[config.mk]
export PLATFORM = sky130hd
export DESIGN_NAME = ccr_command_config
export DESIGN_NICKNAME = d
export VERILOG_FILES = /design/src/shared/ccr_pkg.sv /design/src/verilog/ccr_command_config.sv
export SDC_FILE = /design/constraint.sdc
export NUM_CORES = 1
export LEC_CHECK = 0
export BUFFER_PORTS_ARGS = -buffer_cell sky130_fd_sc_hd__buf_4
export CELL_PAD_IN_SITES_DETAIL_PLACEMENT = 2
export CELL_PAD_IN_SITES_GLOBAL_PLACEMENT = 2
export CORE_UTILIZATION = 15
export DETAILED_ROUTE_END_ITERATION = 7
export GPL_TIMING_DRIVEN = 0
export PLACE_DENSITY_LB_ADDON = 0.08
export RECOVER_POWER = 50
export SETUP_SLACK_MARGIN = 0.5
export SYNTH_ARGS = -nofsm -noshare
export SYNTH_HDL_FRONTEND = slang
export SYNTH_SLANG_ARGS = --single-unit
[constraint.sdc]
create_clock -name clk -period 2.15 [get_ports clk]
set_input_delay 0.1075 -clock clk [delete_from_list [all_inputs] [get_ports clk]]
set_output_delay 0.1075 -clock clk [all_outputs]
set_load 0.02 [all_outputs]
[src/shared/ccr_pkg.sv]
// Package for the command/configuration register block.
// Assumes a 10 MHz host clock and an APB register port.
package ccr_pkg;

	// ----------------------------------------------------------------
	// Register map
	// ----------------------------------------------------------------
	localparam logic [7:0] CCR_OFF_CMD_CFG   = 8'h88;
	localparam logic [7:0] CCR_OFF_PM_ZERO   = 8'h90; // Mirror of PM reg zero
	localparam logic [7:0] CCR_OFF_CFG_ONE   = 8'h94; // Mirror of config reg one
	localparam logic [7:0] CCR_OFF_CAP_PTR   = 8'h98; // Capability pointer view
	localparam logic [7:0] CCR_OFF_STATUS    = 8'h9c; // Block status

	// ----------------------------------------------------------------
	// Field positions
	// ----------------------------------------------------------------
	localparam int CCR_BIT_COLD_WAKE = 31;
	localparam int CCR_LSB_AUX_CUR   = 28;
	localparam int CCR_BIT_FOUR_LED  = 23;
	localparam int CCR_LSB_RX_FIFO   = 21;
	localparam int CCR_BIT_PM_EN     = 19;
	localparam int CCR_BIT_LAN_WAKE  = 18;
	localparam int CCR_BIT_PAT_RST   = 6;
	localparam int CCR_BIT_POWER_MGMT_REG_ZERO_WAKE = 31;
	localparam int CCR_BIT_CR1_NEWCAP = 20;

	// Writable bits of the command register; everything else except PM enable bit 19 reads 0
	localparam logic [31:0] CCR_WR_MASK  = 32'hf0e4_0040;
	localparam logic [15:0] CCR_LOAD_MASK = 16'hf0ec;

	// ----------------------------------------------------------------
	// Reset and coded values
	// ----------------------------------------------------------------
	localparam logic [2:0]  CCR_AUX_375MA   = 3'h7;
	localparam logic [2:0]  CCR_AUX_NONE    = 3'h0;
	localparam logic [1:0]  CCR_RFS_1K      = 2'h3;
	localparam logic [1:0]  CCR_RFS_2K      = 2'h2;
	localparam logic [1:0]  CCR_RFS_DEFAULT = 2'h2;
	localparam logic [7:0]  CCR_CAP_PTR_VAL = 8'h50; // Arbitrary pointer value
	localparam logic [11:0] CCR_FIFO_1K     = 12'h400;
	localparam logic [11:0] CCR_FIFO_2K     = 12'h800;

	// ----------------------------------------------------------------
	// Types
	// ----------------------------------------------------------------
	typedef enum logic [1:0] {
		CCR_ST_LOAD,
		CCR_ST_RUN,
		CCR_ST_SLEEP
	} ccr_state_t;

	typedef struct packed {
		logic        valid;    // EEPROM word present
		logic [15:0] data;     // Bits 31..16 of the command register
	} ccr_load_t;

	typedef struct packed {
		logic magic;
		logic unicast;
		logic multicast;
	} ccr_frame_t;

	typedef struct packed {
		logic speed_or_link100;
		logic link_act_or_act;
		logic dup_col;
		logic act_only;
	} ccr_led_t;

	typedef struct packed {
		ccr_state_t  st;
		logic [31:0] cmd;
		logic        pm_wake;
		logic        aux_seen;
		logic [31:0] rdata;
		logic        slverr;
	} ccr_regs_t;

	function automatic logic [2:0] ccr_aux_default(input logic wake);
		return wake ? CCR_AUX_375MA : CCR_AUX_NONE;
	endfunction : ccr_aux_default

endpackage : ccr_pkg

[src/verilog/ccr_command_config.sv]
// Command/configuration register with EEPROM preload, LED mode, wake logic.
// Assumes an APB master on clk, an EEPROM loader that presents one word
// after reset, and PHY status inputs synchronous to clk.
//
// Function
// - Bits 31..28, 23..21, 19 and 18 loaded from EEPROM after reset
// - Cold wake cleared forces PM bit 31 low
// - Cold wake and aux power set PM bit31
// - Aux current loads 111b if cold wake and aux power, else the EEPROM value
// - LED mode 0: three combined indicators
// - LED mode 1: four indicators, duplex and collision still combined
// - FIFO size 11=1K, 10=2K, default 10
// - PM enable low gives zero capability pointer
// - PM enable mirrored into config bit 20
// - PM mode wakes on magic, unicast, multicast
// - Writing wake-on-LAN bit enters sleep at once
// - Sleep until wake event, clear or reset
// - Wake-on-LAN mode wakes on magic only
// - Bit 6 resets wake pattern pointer
`timescale 1ns/1ns
module ccr_command_config
	import ccr_pkg::*;
(
	input  wire logic        clk,         // 10 MHz clock
	input  wire logic        srst,        // Sync reset, high
	input  wire logic        psel,        // APB select
	input  wire logic        penable,     // APB enable
	input  wire logic        pwrite,      // APB direction
	input  wire logic [7:0]  paddr,       // APB byte address
	input  wire logic [31:0] pwdata,      // APB write data
	output logic             pready,      // APB ready
	output logic [31:0]      prdata,      // APB read data
	output logic             pslverr,     // APB error
	input  wire ccr_load_t   eeprom_load, // EEPROM word for bits 31..16
	input  wire logic        aux_power,   // Aux supply sensed
	input  wire ccr_frame_t  frame_hit,   // Frame matcher pulses
	input  wire logic        link100,     // PHY 100M link
	input  wire logic        link_up,     // PHY link
	input  wire logic        activity,    // PHY activity
	input  wire logic        full_dup,    // PHY full duplex
	input  wire logic        collision,   // PHY collision
	output ccr_led_t         led,         // Indicator drive
	output logic             led_four,    // Four indicators in use
	output logic [11:0]      rx_fifo_bytes, // Selected receive FIFO size
	output logic [7:0]       cap_ptr,     // Capability pointer
	output logic             pm_reg0_wake, // PM reg zero bit 31
	output logic             cfg1_newcap, // Config reg one bit 20
	output logic             sleeping,    // Sleep state
	output logic             wake_event,  // Wake-up pulse
	output logic             pat_ptr_rst  // Wake pattern pointer reset
);

	// ----------------------------------------------------------------
	// State
	// ----------------------------------------------------------------
	ccr_regs_t q;
	ccr_regs_t d;
	logic      wr_acc;
	logic      rd_acc;
	logic      hit_addr;
	logic      wake_ok;
	logic [31:0] wmerge;

	assign wr_acc = psel && penable && pwrite;
	assign rd_acc = psel && penable && !pwrite;
	assign hit_addr = (paddr == CCR_OFF_CMD_CFG) || (paddr == CCR_OFF_PM_ZERO) ||
		(paddr == CCR_OFF_CFG_ONE) || (paddr == CCR_OFF_CAP_PTR) ||
		(paddr == CCR_OFF_STATUS);

	// Wake frame class depends on mode
	always_comb begin
		if (q.cmd[CCR_BIT_LAN_WAKE])
			wake_ok = frame_hit.magic;
		else
			wake_ok = q.cmd[CCR_BIT_PM_EN] &&
				(frame_hit.magic || frame_hit.unicast || frame_hit.multicast);
	end

	// Read-only PM enable bit is kept from load; software cannot touch it
	always_comb begin
		wmerge = (q.cmd & ~CCR_WR_MASK) | (pwdata & CCR_WR_MASK);
		wmerge[CCR_BIT_PM_EN] = q.cmd[CCR_BIT_PM_EN];
	end

	// ----------------------------------------------------------------
	// Next state
	// ----------------------------------------------------------------
	always_comb begin
		d = q;
		d.rdata = 32'h0000_0000;
		d.slverr = 1'b0;
		d.aux_seen = aux_power;
		case (q.st)
			CCR_ST_LOAD: begin
				if (eeprom_load.valid) begin
					d.cmd[31:16] = eeprom_load.data & CCR_LOAD_MASK;
					if (eeprom_load.data[CCR_BIT_COLD_WAKE-16] && aux_power)
						d.cmd[30:28] = ccr_aux_default(1'b1);
					d.st = CCR_ST_RUN;
				end
			end
			CCR_ST_RUN: begin
				if (wr_acc && paddr == CCR_OFF_CMD_CFG) begin
					d.cmd = wmerge;
					if (pwdata[CCR_BIT_LAN_WAKE])
						d.st = CCR_ST_SLEEP;
				end
			end
			CCR_ST_SLEEP: begin
				if (wake_ok) begin
					d.st = CCR_ST_RUN;
				end
				if (wr_acc && paddr == CCR_OFF_CMD_CFG) begin
					d.cmd = wmerge;
					if (!pwdata[CCR_BIT_LAN_WAKE])
						d.st = CCR_ST_RUN;
				end
			end
			default: d.st = CCR_ST_LOAD;
		endcase
		// Pattern reset is a command: self clears after one cycle
		if (q.cmd[CCR_BIT_PAT_RST] && !(wr_acc && paddr == CCR_OFF_CMD_CFG))
			d.cmd[CCR_BIT_PAT_RST] = 1'b0;
		d.pm_wake = d.cmd[CCR_BIT_COLD_WAKE] && aux_power;
		if (rd_acc) begin
			case (paddr)
				CCR_OFF_CMD_CFG: d.rdata = q.cmd & CCR_WR_MASK |
					(32'h0000_0001 << CCR_BIT_PM_EN) & q.cmd;
				CCR_OFF_PM_ZERO: d.rdata = {q.pm_wake, 31'h0000_0000};
				CCR_OFF_CFG_ONE: d.rdata = {11'h000, q.cmd[CCR_BIT_PM_EN], 20'h0_0000};
				CCR_OFF_CAP_PTR: d.rdata = {24'h00_0000, cap_ptr};
				CCR_OFF_STATUS:  d.rdata = {30'h0000_0000, q.st};
				default:         d.slverr = 1'b1;
			endcase
		end
		if (wr_acc && !hit_addr)
			d.slverr = 1'b1;
	end

	always_ff @(posedge clk) begin
		if (srst) begin
			q.st       <= CCR_ST_LOAD;
			q.cmd      <= {CCR_AUX_NONE, 1'b0, 5'h00, CCR_RFS_DEFAULT, 21'h00_0000} |
				32'h0000_0000;
			q.pm_wake  <= 1'b0;
			q.aux_seen <= 1'b0;
			q.rdata    <= 32'h0000_0000;
			q.slverr   <= 1'b0;
		end else begin
			q <= d;
		end
	end

	// ----------------------------------------------------------------
	// Outputs
	// ----------------------------------------------------------------
	// Data phase answers in the access cycle; read data combinational
	assign pready  = 1'b1;
	always_comb begin
		prdata  = 32'h0000_0000;
		pslverr = 1'b0;
		if (rd_acc && hit_addr) begin
			case (paddr)
				CCR_OFF_CMD_CFG: prdata = q.cmd & (CCR_WR_MASK | 32'h0008_0000);
				CCR_OFF_PM_ZERO: prdata = {q.pm_wake, 31'h0000_0000};
				CCR_OFF_CFG_ONE: prdata = {11'h000, cfg1_newcap, 20'h0_0000};
				CCR_OFF_CAP_PTR: prdata = {24'h00_0000, cap_ptr};
				default:         prdata = {30'h0000_0000, q.st};
			endcase
		end
		if (psel && penable && !hit_addr)
			pslverr = 1'b1;
	end

	assign pm_reg0_wake = q.pm_wake;
	assign cfg1_newcap  = q.cmd[CCR_BIT_PM_EN];
	assign cap_ptr      = q.cmd[CCR_BIT_PM_EN] ? CCR_CAP_PTR_VAL : 8'h00;
	assign sleeping     = (q.st == CCR_ST_SLEEP);
	// Awake in PM mode the wake frames are still reported to the host
	assign wake_event   = (q.st != CCR_ST_LOAD) && wake_ok;
	assign pat_ptr_rst  = q.cmd[CCR_BIT_PAT_RST];
	assign led_four     = q.cmd[CCR_BIT_FOUR_LED];
	// Reserved codes fall back to the larger size
	assign rx_fifo_bytes = (q.cmd[22:21] == CCR_RFS_1K) ? CCR_FIFO_1K : CCR_FIFO_2K;

	always_comb begin
		if (q.cmd[CCR_BIT_FOUR_LED]) begin
			led.speed_or_link100 = link100;
			led.link_act_or_act  = activity;
			led.dup_col          = full_dup || collision;
			led.act_only         = link_up;
		end else begin
			led.speed_or_link100 = link100;
			led.link_act_or_act  = link_up || activity;
			led.dup_col          = full_dup || collision;
			led.act_only         = 1'b0;
		end
	end
endmodule : ccr_command_config
==> reports/qor.csv <==
metric,value,unit
status,completed,
fillers,935,
synth_edf_count,0,
path_clk_slew,70,ps
reg2reg_depth,5,
arrival,1960,ps
register_area,262,sq um
worstPathRequired,2280,ps
p_leak,1.02,nW
max_freq,548,MHz
drive_gt1_frac,0.492,
synthMostInstantiatedCell,buf_4,
worst_pin_slew,572,ps
coreArea,0.00769,sq mm
rrSetupSlack,410,ps
drt-initial-drc-count,27,
clock_path_buffers,2,
place_area,0.00197,sq mm
slew-limit-headroom,0.617,
slowest_stage,or4_4,
ys_seq_elements,13,
detail_route.vias_per_cell,3.79,
gp_congestion,0.732,
peakVddDrop,151,uV
port_buffers,68,
die_h,91.1,microns
yosys.area.top_type,buf_4,
grt_usage,0.111,
clock_skew,7.00,ps
critPathLaunchType,primary input,
min_path_type,primary input to flip-flop,
critPathMaxStageDelay,530,ps
yosysSeqAreaShare,0.219,
setup_violations,0,
area_delta_synth_final,80.7,%
diodes,0,
synth_top_area_frac,0.240,
layout.nets,334,
grt_start_max_net_pins,11,
synth_ff_type,dfxtp_1,
fp.dieW,91.1,microns
antenna_found_initial,0,
root_buffer,clkbuf_8,
grt_pass1_vias,1385,
insertion_delay,240,ps
std_cell_rows,32,
syn_inst,152,
end_kind,flip-flop,
finalCritPeriodShare,0.849,
routed_wl,4760,microns
vias,1380,
clock-sinks,13,
dp_worst_setup_slack,-82.5,ps
worstHoldPathCells,2,
final_area,0.00215,sq mm
cp_max_fo,6,
finalHoldViolations,0,
synth_warnings,0,
synth_cell_types,42,
rsz0062_at_grt,yes,
cts_buffers,3,
maxSlewViolCount,0,
start_util,0.155,
ios,135,
period_needed,1820,ps
drt_first_pass_iters,4,
grt_pass1_wl,7330,microns
maxCapViolCount,0,
cp_common_cell,buf_6,
grt_overflow_total,0,
postRouteAntennaNets,0,
setup_slack,326,ps
hpwl,3830,microns
cts_tree,built,
path_cells,"buf_6, or4_4, clkbuf_4, buf_6, or4_4, buf_6, a211oi_4, nor3b_1",
power_density,369,mW/mm^2
holdWs,62.0,ps
drc,0,
synth_area_per_cell,7.83,sq um
multi_input_comb_area,853,sq um
die_area,0.00829,sq mm
htreeDepth,1,
yosys-top-cells-count,"38 x buf_4, 13 x dfxtp_1, 9 x and2_1, 8 x nand2_1, 8 x nand3b_1",
async_flop_share,0,
hold_buffers,0,
synth.area.top_cells,"buf_4 24%, dfxtp_1 22%, nand3b_1 5.0%",
synth_area,0.00119,sq mm
drt-wirelength-per-cell,13.1,microns
critical_path_class,primary input to flip-flop,
==> logic make-up after synthesis <==
family                 count (synthesis)  share of synthesized area
AND/OR/NAND/NOR                       62                      0.329
buffers and inverters                 46                      0.266
AO/OA/AOI/OAI                         25                      0.147
flip-flops                            13                      0.219
multiplexers                           3                     0.0252
other                                  2                    0.00631
XOR/XNOR                               1                    0.00736
==> report_power, final <==
part | leakage (nW) | switching, mW | internal, mW
Sequential | 0.107 | 0.0128 | 0.255
Combinational | 0.885 | 0.160 | 0.141
Clock | 0.0255 | 0.0973 | 0.128
Total | 1.02 | 0.271 | 0.524
==> placed cells by master, fill, tap and decap left out, drive strengths merged, types with 3 or more instances in the layout <==
cell    netlist  final
a21oi         5      5
a22oi         3      3
a31oi         4      4
and2          9      9
buf          39     97
clkbuf        3     21
conb          2     35
dfxtp        13     13
inv           4      4
mux2i         3      3
nand2         8      8
nand2b        3      3
nand3b        8      8
nor2          7      7
nor3          4      4
nor3b         3      3
nor4          6      6
o21ai         3      3
==> metrics by stage <==
step | util | instances | setup TNS, ps | power (mW)
after floorplan | - | 185 | 0 | 0.455
after global placement | 0.256 | 355 | -1000 | 0.565
after detailed placement | 0.256 | 355 | -355 | 0.567
after CTS | 0.281 | 363 | 0 | 0.810
after global routing | 0.280 | 364 | 0 | 0.845
final | 0.280 | 364 | 0 | 0.794
==> critical path: cells and delay by family <==
family | cells | cell delay (ps)
AO/OA/AOI/OAI | 1 | 210
buffers and inverters | 4 | 510
AND/OR/NAND/NOR | 3 | 1120
==> path summary, 6_finish.rpt <==
check / from / to
worst max-delay path: paddr[0] / pm_reg0_wake
worst min register to register: q[56] / q[56]
worst min-delay path: srst / pm_reg0_wake
worst max register to register: q[67] / led_four
==> flip-flops by register name (all words and copies together), names as in the netlist <==
register and cells:
cfg1_newcap 1, led_four 1, pat_ptr_rst 1, q 9, pm_reg0_wake 1
==> layer usage <==
layer	wire, microns	vias to the layer above	share of wire	global-route usage
met1	2250	642	0.47	0.154
met4	18	0	0.0038	0.0198
met5	0	-	0	0
met2	2150	57	0.45	0.176
met3	340	2	0.071	0.0276
li1	-	679	-	-
==> timing repair <==
| item | in CTS | in global routing |
|---|---|---|
| setup buffers | 4 | 1 |
| setup endpoints to repair | 23 | 24 |
| gates resized for setup | 30 | 10 |
| pin swaps | 8 | 6 |
==> final cells by class <==
cell class,count,share of cell area
multi-input combinational,126,0.397
timing repair buffer,73,0.250
buffer,42,0.144
sequential,13,0.122
tap,102,0.0594
clock buffer,3,0.0192
inverter,4,0.00698
clock inverter,1,0.00233
(Power assumes the default switching activity.)
